**src/rtl/bg_pin_pkg.sv**
```systemverilog
// Shared constants and types for the background probe pin control block
package bg_pin_pkg;

    // Default widths of the extended address and of the data bus
    localparam int ADDR_W_DEF = 24;
    localparam int DATA_W_DEF = 16;
    localparam int ADDR_W_MAX = 32;

    // Forced levels used on control lines in background
    localparam logic LEVEL_HIGH = 1'b1;
    localparam logic LEVEL_LOW = 1'b0;
    localparam logic DRIVE_ON = 1'b1;
    localparam logic DRIVE_OFF = 1'b0;

    // Status bit positions within bus_status_bits
    localparam int ST_BIT0 = 0;
    localparam int ST_BIT1 = 1;
    localparam int ST_BIT2 = 2;

    // Reset values
    localparam logic MODE_FG = 1'b0;
    localparam logic CYC_DIS = 1'b0;

    // Control and status probe lines, one bit per line
    typedef struct packed {
        logic rd_wr;
        logic mem_io;
        logic [2:0] bus_status_bits;
        logic upper_byte_enable;
        logic io_read_strobe;
        logic io_write_strobe;
        logic memory_write_strobe;
        logic memory_read_strobe;
        logic bus_cycle_start;
        logic data_strobe;
        logic buffer_enable;
    } ctrl_pins_t;

    localparam ctrl_pins_t CTRL_IDLE = '1;
    localparam ctrl_pins_t CTRL_OE_OFF = '0;

    // States of the target image copy engine
    typedef enum logic [1:0] {
        CP_IDLE = 2'b00,
        CP_READ = 2'b01,
        CP_WAIT = 2'b10,
        CP_WRITE = 2'b11
    } copy_state_t;

endpackage

```
**src/rtl/bg_pin_ctrl.sv**
```systemverilog
// Background probe pin control with target image copy and debug limits
// Operation
// - In background the address bus is driven exactly as in foreground.
// - In background data bus floats, except during monitor target access.
// - Cycle output disabled: listed control and status lines float in background.
// - Cycle output enabled: read/write, memory/io and listed strobes held high.
// - Smaller variant, cycle output enabled: status bit 1 held low.
// - Larger variant, cycle output enabled: memory read strobe low during emulation memory writes.
// - Cycle output enabled: byte enable, start, strobe, buffer as foreground; status too in larger variant.
// - Every other probe pin in background follows foreground.
// - Copy request reads each target location, writes it to emulation memory.
// - Breakpoints refused in target ROM, accepted in emulation memory.
// - Coverage is recorded only for emulation memory accesses.
`timescale 1ns/1ps
module bg_pin_ctrl #(
    parameter int ADDR_W = bg_pin_pkg::ADDR_W_DEF,
    parameter int DATA_W = bg_pin_pkg::DATA_W_DEF,
    parameter bit LARGE = 1'b0
) (
    input wire logic clk_i,
    input wire logic reset_i,
    input wire logic bg_mode_i,
    input wire logic cyc_en_i,
    input wire logic cycle_boundary_i,
    input wire logic tgt_access_i,
    input wire logic emu_mem_write_i,
    input wire logic [ADDR_W-1:0] fg_addr_i,
    input wire logic fg_addr_oe_i,
    input wire logic [DATA_W-1:0] fg_data_i,
    input wire logic fg_data_oe_i,
    input wire bg_pin_pkg::ctrl_pins_t fg_ctrl_i,
    input wire bg_pin_pkg::ctrl_pins_t fg_ctrl_oe_i,
    input wire logic copy_req_i,
    input wire logic [ADDR_W-1:0] copy_first_i,
    input wire logic [ADDR_W-1:0] copy_last_i,
    input wire logic tgt_rd_done_i,
    input wire logic [DATA_W-1:0] tgt_rd_data_i,
    input wire logic bp_req_i,
    input wire logic bp_emu_i,
    input wire logic acc_valid_i,
    input wire logic acc_emu_i,
    input wire logic [ADDR_W-1:0] acc_addr_i,
    output logic [ADDR_W-1:0] addr_o,
    output logic addr_oe_o,
    output logic [DATA_W-1:0] data_o,
    output logic data_oe_o,
    output bg_pin_pkg::ctrl_pins_t ctrl_o,
    output bg_pin_pkg::ctrl_pins_t ctrl_oe_o,
    output logic copy_busy_o,
    output logic tgt_rd_o,
    output logic [ADDR_W-1:0] tgt_rd_addr_o,
    output logic emu_wr_o,
    output logic [ADDR_W-1:0] emu_wr_addr_o,
    output logic [DATA_W-1:0] emu_wr_data_o,
    output logic bp_ack_o,
    output logic bp_refused_o,
    output logic cov_wr_o,
    output logic [ADDR_W-1:0] cov_addr_o
);
    import bg_pin_pkg::*;

    // Refuse widths the address arithmetic cannot serve
    if (ADDR_W < 1 || ADDR_W > ADDR_W_MAX || DATA_W < 1) begin : g_bad
        $error("bg_pin_ctrl: unsupported address or data width");
    end

    // Next address of a copy run
    function automatic logic [ADDR_W-1:0] next_addr(
        input logic [ADDR_W-1:0] a
    );
        next_addr = a + {{(ADDR_W-1){1'b0}}, 1'b1};
    endfunction

    logic bg_q, bg_d;
    logic cyc_en_q, cyc_en_d;
    logic [ADDR_W-1:0] addr_q, addr_d;
    logic addr_oe_q, addr_oe_d;
    logic [DATA_W-1:0] data_q, data_d;
    logic data_oe_q, data_oe_d;
    ctrl_pins_t ctrl_q, ctrl_d;
    ctrl_pins_t ctrl_oe_q, ctrl_oe_d;
    logic quiet;

    // Mode and cycle-output setting change only at a bus cycle boundary
    always_comb begin
        bg_d = bg_q;
        cyc_en_d = cyc_en_q;
        if (cycle_boundary_i) begin
            bg_d = bg_mode_i;
            cyc_en_d = cyc_en_i;
        end
    end

    always_ff @(posedge clk_i) begin
        if (reset_i) begin
            bg_q <= MODE_FG;
            cyc_en_q <= CYC_DIS;
        end else begin
            bg_q <= bg_d;
            cyc_en_q <= cyc_en_d;
        end
    end

    // Background with no monitor target access: pins may be overridden
    assign quiet = bg_q && !tgt_access_i;

    // Pin drive: start from foreground, then apply background overrides
    always_comb begin
        addr_d = fg_addr_i;
        addr_oe_d = fg_addr_oe_i;
        data_d = fg_data_i;
        data_oe_d = fg_data_oe_i && !quiet;
        ctrl_d = fg_ctrl_i;
        ctrl_oe_d = fg_ctrl_oe_i;
        if (quiet && !cyc_en_q) begin
            // Float the cycle lines so the target sees no bus activity
            ctrl_oe_d.rd_wr = DRIVE_OFF;
            ctrl_oe_d.mem_io = DRIVE_OFF;
            ctrl_oe_d.bus_status_bits[ST_BIT0] = DRIVE_OFF;
            ctrl_oe_d.bus_status_bits[ST_BIT1] = DRIVE_OFF;
            ctrl_oe_d.upper_byte_enable = DRIVE_OFF;
            if (LARGE) begin
                ctrl_oe_d.bus_status_bits[ST_BIT2] = DRIVE_OFF;
                ctrl_oe_d.io_read_strobe = DRIVE_OFF;
                ctrl_oe_d.io_write_strobe = DRIVE_OFF;
                ctrl_oe_d.memory_write_strobe = DRIVE_OFF;
                ctrl_oe_d.memory_read_strobe = DRIVE_OFF;
                ctrl_oe_d.bus_cycle_start = DRIVE_OFF;
                ctrl_oe_d.data_strobe = DRIVE_OFF;
                ctrl_oe_d.buffer_enable = DRIVE_OFF;
            end
        end else if (quiet) begin
            // Hold lines at inactive levels; the rest stay as foreground
            ctrl_d.rd_wr = LEVEL_HIGH;
            ctrl_oe_d.rd_wr = DRIVE_ON;
            ctrl_d.mem_io = LEVEL_HIGH;
            ctrl_oe_d.mem_io = DRIVE_ON;
            if (!LARGE) begin
                ctrl_d.bus_status_bits[ST_BIT0] = LEVEL_HIGH;
                ctrl_oe_d.bus_status_bits[ST_BIT0] = DRIVE_ON;
                ctrl_d.bus_status_bits[ST_BIT1] = LEVEL_LOW;
                ctrl_oe_d.bus_status_bits[ST_BIT1] = DRIVE_ON;
            end else begin
                ctrl_d.io_read_strobe = LEVEL_HIGH;
                ctrl_oe_d.io_read_strobe = DRIVE_ON;
                ctrl_d.io_write_strobe = LEVEL_HIGH;
                ctrl_oe_d.io_write_strobe = DRIVE_ON;
                ctrl_d.memory_write_strobe = LEVEL_HIGH;
                ctrl_oe_d.memory_write_strobe = DRIVE_ON;
                if (emu_mem_write_i) begin
                    ctrl_d.memory_read_strobe = LEVEL_LOW;
                    ctrl_oe_d.memory_read_strobe = DRIVE_ON;
                end
            end
            // Byte enable, start, strobe, buffer keep fg values; status too when LARGE
        end
    end

    always_ff @(posedge clk_i) begin
        if (reset_i) begin
            addr_q <= '0;
            addr_oe_q <= DRIVE_OFF;
            data_q <= '0;
            data_oe_q <= DRIVE_OFF;
            ctrl_q <= CTRL_IDLE;
            ctrl_oe_q <= CTRL_OE_OFF;
        end else begin
            addr_q <= addr_d;
            addr_oe_q <= addr_oe_d;
            data_q <= data_d;
            data_oe_q <= data_oe_d;
            ctrl_q <= ctrl_d;
            ctrl_oe_q <= ctrl_oe_d;
        end
    end

    assign addr_o = addr_q;
    assign addr_oe_o = addr_oe_q;
    assign data_o = data_q;
    assign data_oe_o = data_oe_q;
    assign ctrl_o = ctrl_q;
    assign ctrl_oe_o = ctrl_oe_q;

    copy_state_t cp_q, cp_d;
    logic [ADDR_W-1:0] cp_addr_q, cp_addr_d;
    logic [ADDR_W-1:0] cp_last_q, cp_last_d;
    logic [DATA_W-1:0] cp_data_q, cp_data_d;
    logic tgt_rd_q, tgt_rd_d;
    logic emu_wr_q, emu_wr_d;

    // Copy engine: one target read then one emulation write per location
    always_comb begin
        cp_d = cp_q;
        cp_addr_d = cp_addr_q;
        cp_last_d = cp_last_q;
        cp_data_d = cp_data_q;
        tgt_rd_d = 1'b0;
        emu_wr_d = 1'b0;
        unique case (cp_q)
            CP_IDLE: begin
                // Range is taken as full extended addresses
                if (copy_req_i) begin
                    cp_addr_d = copy_first_i;
                    cp_last_d = copy_last_i;
                    cp_d = CP_READ;
                end
            end
            CP_READ: begin
                tgt_rd_d = 1'b1;
                cp_d = CP_WAIT;
            end
            CP_WAIT: begin
                if (tgt_rd_done_i) begin
                    cp_data_d = tgt_rd_data_i;
                    emu_wr_d = 1'b1;
                    cp_d = CP_WRITE;
                end
            end
            CP_WRITE: begin
                if (cp_addr_q == cp_last_q) begin
                    cp_d = CP_IDLE;
                end else begin
                    cp_addr_d = next_addr(cp_addr_q);
                    cp_d = CP_READ;
                end
            end
        endcase
    end

    always_ff @(posedge clk_i) begin
        if (reset_i) begin
            cp_q <= CP_IDLE;
            cp_addr_q <= '0;
            cp_last_q <= '0;
            cp_data_q <= '0;
            tgt_rd_q <= 1'b0;
            emu_wr_q <= 1'b0;
        end else begin
            cp_q <= cp_d;
            cp_addr_q <= cp_addr_d;
            cp_last_q <= cp_last_d;
            cp_data_q <= cp_data_d;
            tgt_rd_q <= tgt_rd_d;
            emu_wr_q <= emu_wr_d;
        end
    end

    logic busy_q;
    always_ff @(posedge clk_i) begin
        if (reset_i) begin
            busy_q <= 1'b0;
        end else begin
            busy_q <= (cp_d != CP_IDLE);
        end
    end

    assign copy_busy_o = busy_q;
    assign tgt_rd_o = tgt_rd_q;
    assign tgt_rd_addr_o = cp_addr_q;
    assign emu_wr_o = emu_wr_q;
    assign emu_wr_addr_o = cp_addr_q;
    assign emu_wr_data_o = cp_data_q;

    logic bp_ack_q, bp_ack_d;
    logic bp_ref_q, bp_ref_d;
    logic cov_wr_q, cov_wr_d;
    logic [ADDR_W-1:0] cov_addr_q, cov_addr_d;

    // Breakpoint placement check and coverage recording
    always_comb begin
        bp_ack_d = bp_req_i && bp_emu_i;
        bp_ref_d = bp_req_i && !bp_emu_i;
        cov_wr_d = acc_valid_i && acc_emu_i;
        cov_addr_d = cov_wr_d ? acc_addr_i : cov_addr_q;
    end

    always_ff @(posedge clk_i) begin
        if (reset_i) begin
            bp_ack_q <= 1'b0;
            bp_ref_q <= 1'b0;
            cov_wr_q <= 1'b0;
            cov_addr_q <= '0;
        end else begin
            bp_ack_q <= bp_ack_d;
            bp_ref_q <= bp_ref_d;
            cov_wr_q <= cov_wr_d;
            cov_addr_q <= cov_addr_d;
        end
    end

    assign bp_ack_o = bp_ack_q;
    assign bp_refused_o = bp_ref_q;
    assign cov_wr_o = cov_wr_q;
    assign cov_addr_o = cov_addr_q;
endmodule

```
**config.mk**
```make
export PLATFORM = sky130hd
export DESIGN_NAME = bg_pin_ctrl
export DESIGN_NICKNAME = d
export VERILOG_FILES = /design/src/rtl/bg_pin_pkg.sv /design/src/rtl/bg_pin_ctrl.sv
export SDC_FILE = /design/constraint.sdc
export NUM_CORES = 1
export LEC_CHECK = 0
export BUFFER_PORTS_ARGS = -buffer_cell sky130_fd_sc_hd__buf_2
export CAP_MARGIN = 40
export CORE_MARGIN = 8
export CORE_UTILIZATION = 46
export DETAILED_ROUTE_END_ITERATION = 7
export PLACE_DENSITY_LB_ADDON = 0.08
export SYNTH_ARGS = -nofsm -noshare
export SYNTH_HDL_FRONTEND = slang
export SYNTH_SLANG_ARGS = --single-unit
```
**constraint.sdc**
```tcl
create_clock -name clk_i -period 2.4 [get_ports clk_i]
set_input_delay 0.36 -clock clk_i [delete_from_list [all_inputs] [get_ports clk_i]]
set_output_delay 0.36 -clock clk_i [all_outputs]
set_load 0.01 [all_outputs]
```
==> metrics.md, run 1 <==
| Metric | Value |
|---|---|
| Pwr dens | `955.5 nW/um^2` |
| 1st-iter DRT viols | `392` |
| Gpl congestion | `0.8849` |
| Final core occ | `64.61%` |
| Setup crit end kind | `flop` |
| Layout cells sized above 1 | `38.38%` |
| Switching Power | `2.836 mW` |
| Comb pwr share | `28.8%` |
| Register area | `3323 sq um` |
| Worst-path clk slew | `0.07 ns` |
| Grt met2 use | `38.43%` |
| Cells after DPL | `1232` |
| Clk_lat worst skew | `0.42 ns` |
| Area contributors post-synth | `dfxtp_1, nand2_1, a21oi_1` |
| Setup Viol. Count Final | `0` |
| Die Footprint | `18330 sq um` |
| Crit path arrival time | `2.42 ns` |
| GR Util met1 | `26.59%` |
| Setup WS post-layout | `0.3208 ns` |
| Syn_area_per_cell | `8.671 sq um` |
| Yosys warnings | `0` |
| Yosys reg bits | `166` |
| Distinct cells, synth | `53` |
| Sequential share of the synthesized area | `50.70%` |
| Critical Path RT | `2.74 ns` |
| CTS root buf | `clkbuf_16` |
| Final wirelength | `22040 um` |
| Post-Syn Instances | `756` |
| Initial antenna violation count | `4` |
| Detail Placement HPWL | `17090 um` |
| Area delta synth->final | `36.82%` |
| Remaining antenna violation count | `0` |
| Filler cell count | `1279` |
| Post-CTS setup buffer count | `0` |
| Number of synthesized flops with an enable pin | `0` |
| Clock power share | `31.9%` |
| Count leader, synth | `dfxtp_1` |
| Largest net degree at the start of global routing | `68` |
| Final critical-path share of the clock period | `86.63%` |
| Static Leakage | `4.242 nW` |
| Cell Rows | `43` |
| Setup TNS | `0 ns` |
| Post-cts sizing count | `0` |
| Final min period | `2.079 ns` |
| Met3 usage | `10.39%` |
| Sequential share of power | `39.4%` |
| Min-delay worst type | `primary input to flop` |
| H-tree depth | `4` |
| DR vias | `6248` |
| Mapped Nets | `930` |
| First-pass GRT wire length | `33150 um` |
| Total gr overflow | `0` |
| Synthesized area | `6555 sq um` |
| Worst setup skew after layout | `0.01108 ns` |
| CTS Sinks | `166` |
| WL/cell | `17.41 um` |
| Total Routing Usage GR | `23.44%` |
| Sw Share | `33.09%` |
| Fin. max-slew vios | `0` |
| Post-Layout Cell Count | `1266` |
| Async set or reset register ratio after synthesis | `0%` |
| Max VDD drop | `0.0005562 V` |
| Number of CTS-inserted buffers | `17` |
| Core ar. | `13880 sq um` |
| CP max FO | `7` |
| IO Pins | `331` |
| Synth cell count leaders | `dfxtp_1, nand2_1, a21oi_1` |
| Critical path type | `flop to flop` |
| DIE WIDTH | `135.4 um` |
| Worst-case clock buffer depth | `2` |
| Multi-input gate area | `2833 sq um` |
| Residual DRC count | `0` |
| Share of the synthesized area in the top cell type | `50.70%` |
| Vias per cell | `4.935` |
| Vias in the first global route | `6028` |
| TritonCTS clock tree | `done` |
| Placed Area | `8367 sq um` |
| Hold buffers post-CTS | `0` |
| Startpoint types | `flop` |
| Port Buffers | `329` |
| Relative slew margins | `45.88%` |
| Fin nets | `1245` |
| Max-Cap Viols | `0` |
| Initial Util | `47.22%` |
| First-pass DRT Iterations | `5` |
| Worst Max-Slew Pin Slew | `0.8098 ns` |
| Die Ht | `135.4 um` |
| GR peak layer | `met2` |
| Pre-CTS WS | `0.3470 ns` |
| Synth Flop Type | `dfxtp_1` |
| Cell internal pwr | `5.733 mW` |
| Achievable Freq | `481.0 MHz` |
| Yosys top cell by area | `dfxtp_1` |
| Final instance area | `8969 sq um` |
| RSZ-0062 raised after global routing | `false` |
| Status | `completed` |
| Final Hold Viols | `0` |
## cell usage in the layout (no fill, tap or decap), types with 5 or more instances in the layout
| master | n |
|---|---|
| a21oi_1 | 95 |
| nor3_1 | 6 |
| nand2b_1 | 5 |
| or2_2 | 10 |
| dfxtp_1 | 166 |
| buf_2 | 328 |
| buf_4 | 36 |
| nand2_1 | 159 |
| xnor2_1 | 24 |
| clkbuf_16 | 17 |
| nor2b_1 | 59 |
| o31ai_1 | 6 |
| a211oi_1 | 5 |
| ha_1 | 5 |
| mux2i_1 | 12 |
| nand3_1 | 13 |
| o21ai_0 | 14 |
| nand4_1 | 11 |
| inv_1 | 7 |
| nor2_1 | 28 |
| and2_1 | 5 |
## final timing paths
check             slack, ns  depth (start not counted)                     startpoint                        endpoint
setup / recovery       0.32                          6  emu_wr_addr_o[1]$_SDFFE_PP0P_  emu_wr_addr_o[14]$_SDFFE_PP0P_
hold / removal         0.12                          2                   fg_ctrl_i[0]            ctrl_o[0]$_SDFF_PP1_
setup reg to reg       0.32                          6  emu_wr_addr_o[1]$_SDFFE_PP0P_  emu_wr_addr_o[14]$_SDFFE_PP0P_
hold reg to reg        0.45                          2  emu_wr_data_o[2]$_SDFFE_PP0P_   emu_wr_data_o[2]$_SDFFE_PP0P_
## kinds of logic (layout without fill, tap and decap cells)
group	after synthesis	count (layout)	share of synthesized area, %
muxes	12	12	1.832
AOI/OAI and AO/OA	143	143	12.37
adders and majority gates	5	5	0.9544
and+or+nand+nor	326	326	24.72
DFF	166	166	50.70
other	0	2	0
xor gates and xnor gates	25	25	3.340
buffers and inverters	79	407	6.089
## cell type report
class	instances	area share (%)
repair buffers	366	21.76
diodes	2	0.05580
flip-flops and latches	166	37.05
multi-input cells	511	31.58
well taps	180	2.511
clock inverters	13	1.604
inverters	9	0.3767
clock buffers	19	5.050
## per-layer routing
metal	share of wire, %	wire (um)	vias to the layer above
li1	-	-	3145
met1	39	8623	2792
met2	48	10550	287
met3	11	2526	20
met4	1.5	323	4
met5	0.10	22	-
## power by group through the flow
| stage | Clock [mW] | Sequential, mW | Combinational (mW) |
|---|---|---|---|
| after global routing | 2.92 | 3.42 | 2.71 |
| final | 2.73 | 3.37 | 2.47 |
| after CTS | 2.78 | 3.37 | 2.49 |
| after global placement | 0 | 3.42 | 2.46 |
| after floorplan | 0 | 3.52 | 1.41 |
| after detailed placement | 0 | 3.43 | 2.48 |
## flip-flops by register name, indices dropped and copies added (netlist names), 2 cells and up
register and flops:
cp_q 2, emu_wr_data_o 16, addr_o 24, cov_addr_o 24, data_o 16, cp_last_q 24
ctrl_o 13, emu_wr_addr_o 24, ctrl_oe_o 13
## critical path, cell delays in order (launching register included)
cell and delay [ns]:
dfxtp_1 0.39, ha_1 0.23, nand3_2 0.19, nor4_1 0.63, a41o_1 0.28, a31oi_1 0.09, a211oi_1 0.20
## per-stage QoR
step                      hold WS [ns]  power [mW]
after floorplan                 0.4361       4.933
after global placement          0.4393       5.883
after detailed placement        0.4447       5.908
after CTS                      0.09659       8.642
after global routing            0.1007       9.051
final                           0.1168       8.569
Power figures use the tool's default switching activity.
==> run 2: changes to the inputs <==
--- a/config.mk
+++ b/config.mk
@@ -9,3 +9,3 @@
 export CAP_MARGIN = 40
-export CORE_MARGIN = 8
+export CORE_MARGIN = 4
 export CORE_UTILIZATION = 46
==> constraint.sdc (replaced) <==
create_clock -name clk_i -period 2.4 [get_ports clk_i]
set_input_delay 0.24 -clock clk_i [delete_from_list [all_inputs] [get_ports clk_i]]
set_output_delay 0.24 -clock clk_i [all_outputs]
set_load 0.01 [all_outputs]
==> run 2 against run 1 <==
Register-to-register slack worse by 0.03 ns. Core utilization up 0.31 points. Largest cell class unchanged. Routed wire length down 6.7%. Via count up 2.0%. Fmax down 1.4%. Global-route usage up 1.1 points. Largest power group unchanged. Count of clock-buffer cells in the layout unchanged. Critical path depth up 1. Cell area up 0.87%. Total power down 1.4%.
==> metrics.md, run 2 (same netlist as run 1, synthesis figures left out) <==
| Metric | Value |
|---|---|
| Status | `completed` |
| Multi-input gate area | `2833 sq um (unchanged)` |
| Worst-case clock buffer depth | `2 (unchanged)` |
| Crit path arrival time | `2.42 ns (about the same)` |
| Number of CTS-inserted buffers | `17 (unchanged)` |
| Largest net degree at the start of global routing | `51 (-25%)` |
| Final min period | `2.108 ns (+0.02876 ns)` |
| Cell Chain, Critical Path | `xnor2_1 > nand4_1 > nor4_2 > a31o_2 > buf_4 > a21oi_1 > o32ai_1` |
| H-tree depth | `4 (unchanged)` |
| Clk_lat worst skew | `0.42 ns (about the same)` |
| Total gr overflow | `0 (unchanged)` |
| Setup crit end kind | `flop` |
| Post-cts sizing count | `0 (unchanged)` |
| Setup Viol. Count Final | `0 (unchanged)` |
| CTS Sinks | `166 (unchanged)` |
| Worst-path clk slew | `0.06 ns (about the same)` |
| WL/cell | `16.09 um (-7.6%)` |
| Initial Util | `47.04% (-0.18 points)` |
| Die Ht | `127.4 um (-5.9%)` |
| Remaining antenna violation count | `0 (unchanged)` |
| Worst Max-Slew Pin Slew | `0.8761 ns (+0.06630 ns)` |
| Filler cell count | `1285 (+0.47%)` |
| Register area | `3323 sq um (unchanged)` |
| Min-delay worst type | `primary input to flop` |
| Most frequent cells in the layout | `buf_2, dfxtp_1, nand2_1` |
| Area delta synth->final | `38.00%` |
| Final core occ | `64.92% (+0.31 points)` |
| Final wirelength | `20570 um (-6.7%)` |
| Max incr delay on CP | `0.54 ns (-0.09 ns)` |
| Register-to-Register Path Depth | `7 (+1)` |
| Final critical-path share of the clock period | `87.83% (+1.2 points)` |
| Commonest non-fill, non-tap cell in the layout | `buf_2` |
| Initial antenna violation count | `2 (-2)` |
| Vias per cell | `4.980 (+0.92%)` |
| DR vias | `6370 (+2.0%)` |
| Max VDD drop | `0.0006228 V (+12%)` |
| Critical path type | `flop to flop` |
| Cell Rows | `43 (unchanged)` |
| Post-Layout Cell Count | `1279 (+1.0%)` |
| Worst setup skew after layout | `0.008338 ns (-0.002739 ns)` |
| First-pass DRT Iterations | `5 (unchanged)` |
| IO Pins | `331 (unchanged)` |
| Residual DRC count | `0 (unchanged)` |
| Static Leakage | `4.278 nW (+0.84%)` |
| Critical Path RT | `2.72 ns (-0.02 ns)` |
| Max-Cap Viols | `0 (unchanged)` |
| Startpoint types | `flop` |
| Fin nets | `1259 (+1.1%)` |
| Port Buffers | `329 (unchanged)` |
| Vias in the first global route | `5957 (-1.2%)` |
| Final Hold Viols | `0 (unchanged)` |
| Total Routing Usage GR | `24.53% (+1.1 points)` |
| Detail Placement HPWL | `15450 um (-9.6%)` |
| First-pass GRT wire length | `31310 um (-5.5%)` |
| 1st-iter DRT viols | `357 (-8.9%)` |
| DIE WIDTH | `127.4 um (-5.9%)` |
| CP max FO | `18 (+11)` |
| TritonCTS clock tree | `done` |
| Gpl congestion | `0.8601 (-2.8%)` |
| Worst path slowest cell | `dfxtp_1` |
| Core ar. | `13930 sq um (+0.39%)` |
| CTS root buf | `clkbuf_16` |
| Die Footprint | `16220 sq um (-11%)` |
| Worst reg-to-reg setup slack | `0.29 ns (-0.03 ns)` |
| Cells after DPL | `1233 (+0.081%)` |
| Fin. max-slew vios | `0 (unchanged)` |
| RSZ-0062 raised after global routing | `false` |
| Setup TNS | `0 ns (unchanged)` |
| Pwr dens | `934.3 nW/um^2 (-2.2%)` |
| Layout cells sized above 1 | `37.74% (-0.64 points)` |
| Hold path depth | `2 (unchanged)` |
| Achievable Freq | `474.4 MHz (-1.4%)` |
| Relative slew margins | `41.59% (-4.3 points)` |
-- run 2: final cells by class --
class	instances	share of cell area (%)
multi-input cells	511	31.31
repair buffers	380	22.82
clock inverters	12	1.425
inverters	9	0.3734
diodes	2	0.05533
clock buffers	19	4.786
well taps	180	2.490
flip-flops and latches	166	36.74
-- run 2: path summary, 6_finish.rpt --
path | start | to
worst max-delay path | emu_wr_addr_o[12]$_SDFFE_PP0P_ | emu_wr_addr_o[19]$_SDFFE_PP0P_
worst min-delay path | fg_ctrl_i[9] | ctrl_o[9]$_SDFF_PP1_
worst max register to register | emu_wr_addr_o[12]$_SDFFE_PP0P_ | emu_wr_addr_o[19]$_SDFFE_PP0P_
worst min register to register | cov_addr_o[18]$_SDFFE_PP0P_ | cov_addr_o[18]$_SDFFE_PP0P_
-- run 2: power by group --
part / leakage, nW / switching [mW] / internal (mW)
Combinational: 2.64 / 1.40 / 1.06
Sequential: 1.37 / 0.294 / 3.09
Clock: 0.269 / 1.08 / 1.53
-- run 2: through the flow --
step | hold WS, ns | worst slack [ns] | total power [mW] | area, sq um
after floorplan | 0.3161 | 0.2892 | 4.933 | 6555
after global placement | 0.4218 | 0.3945 | 5.865 | 8349
after detailed placement | 0.4257 | 0.3256 | 5.885 | 8349
after CTS | 0.004650 | 0.2923 | 8.516 | 9041
after global routing | 0.01436 | 0.1665 | 8.912 | 9046
final | 0.02346 | 0.2920 | 8.452 | 9046
-- run 2: critical path: cells and delay by family (launching register included) --
family | cells | cell delay [ns]
flops | 1 | 0.54
buf+inv | 1 | 0.22
simple gates | 2 | 0.44
xor+xnor | 1 | 0.18
compound gates | 3 | 0.62
-- run 2: per-layer routing --
layer	share of wire, %	wire length (um)	GRT usage (%)	vias up
met5	0	0	0	-
met4	3.0	620	10.54	0
met3	11	2191	8.027	33
met2	47	9724	39.73	310
met1	39	8038	29.93	2862
li1	-	-	-	3165
-- run 2: timing repair --
action,in CTS,in global routing
buffers inserted,0,0
hold endpoints to repair,13,0
hold buffers,13,0
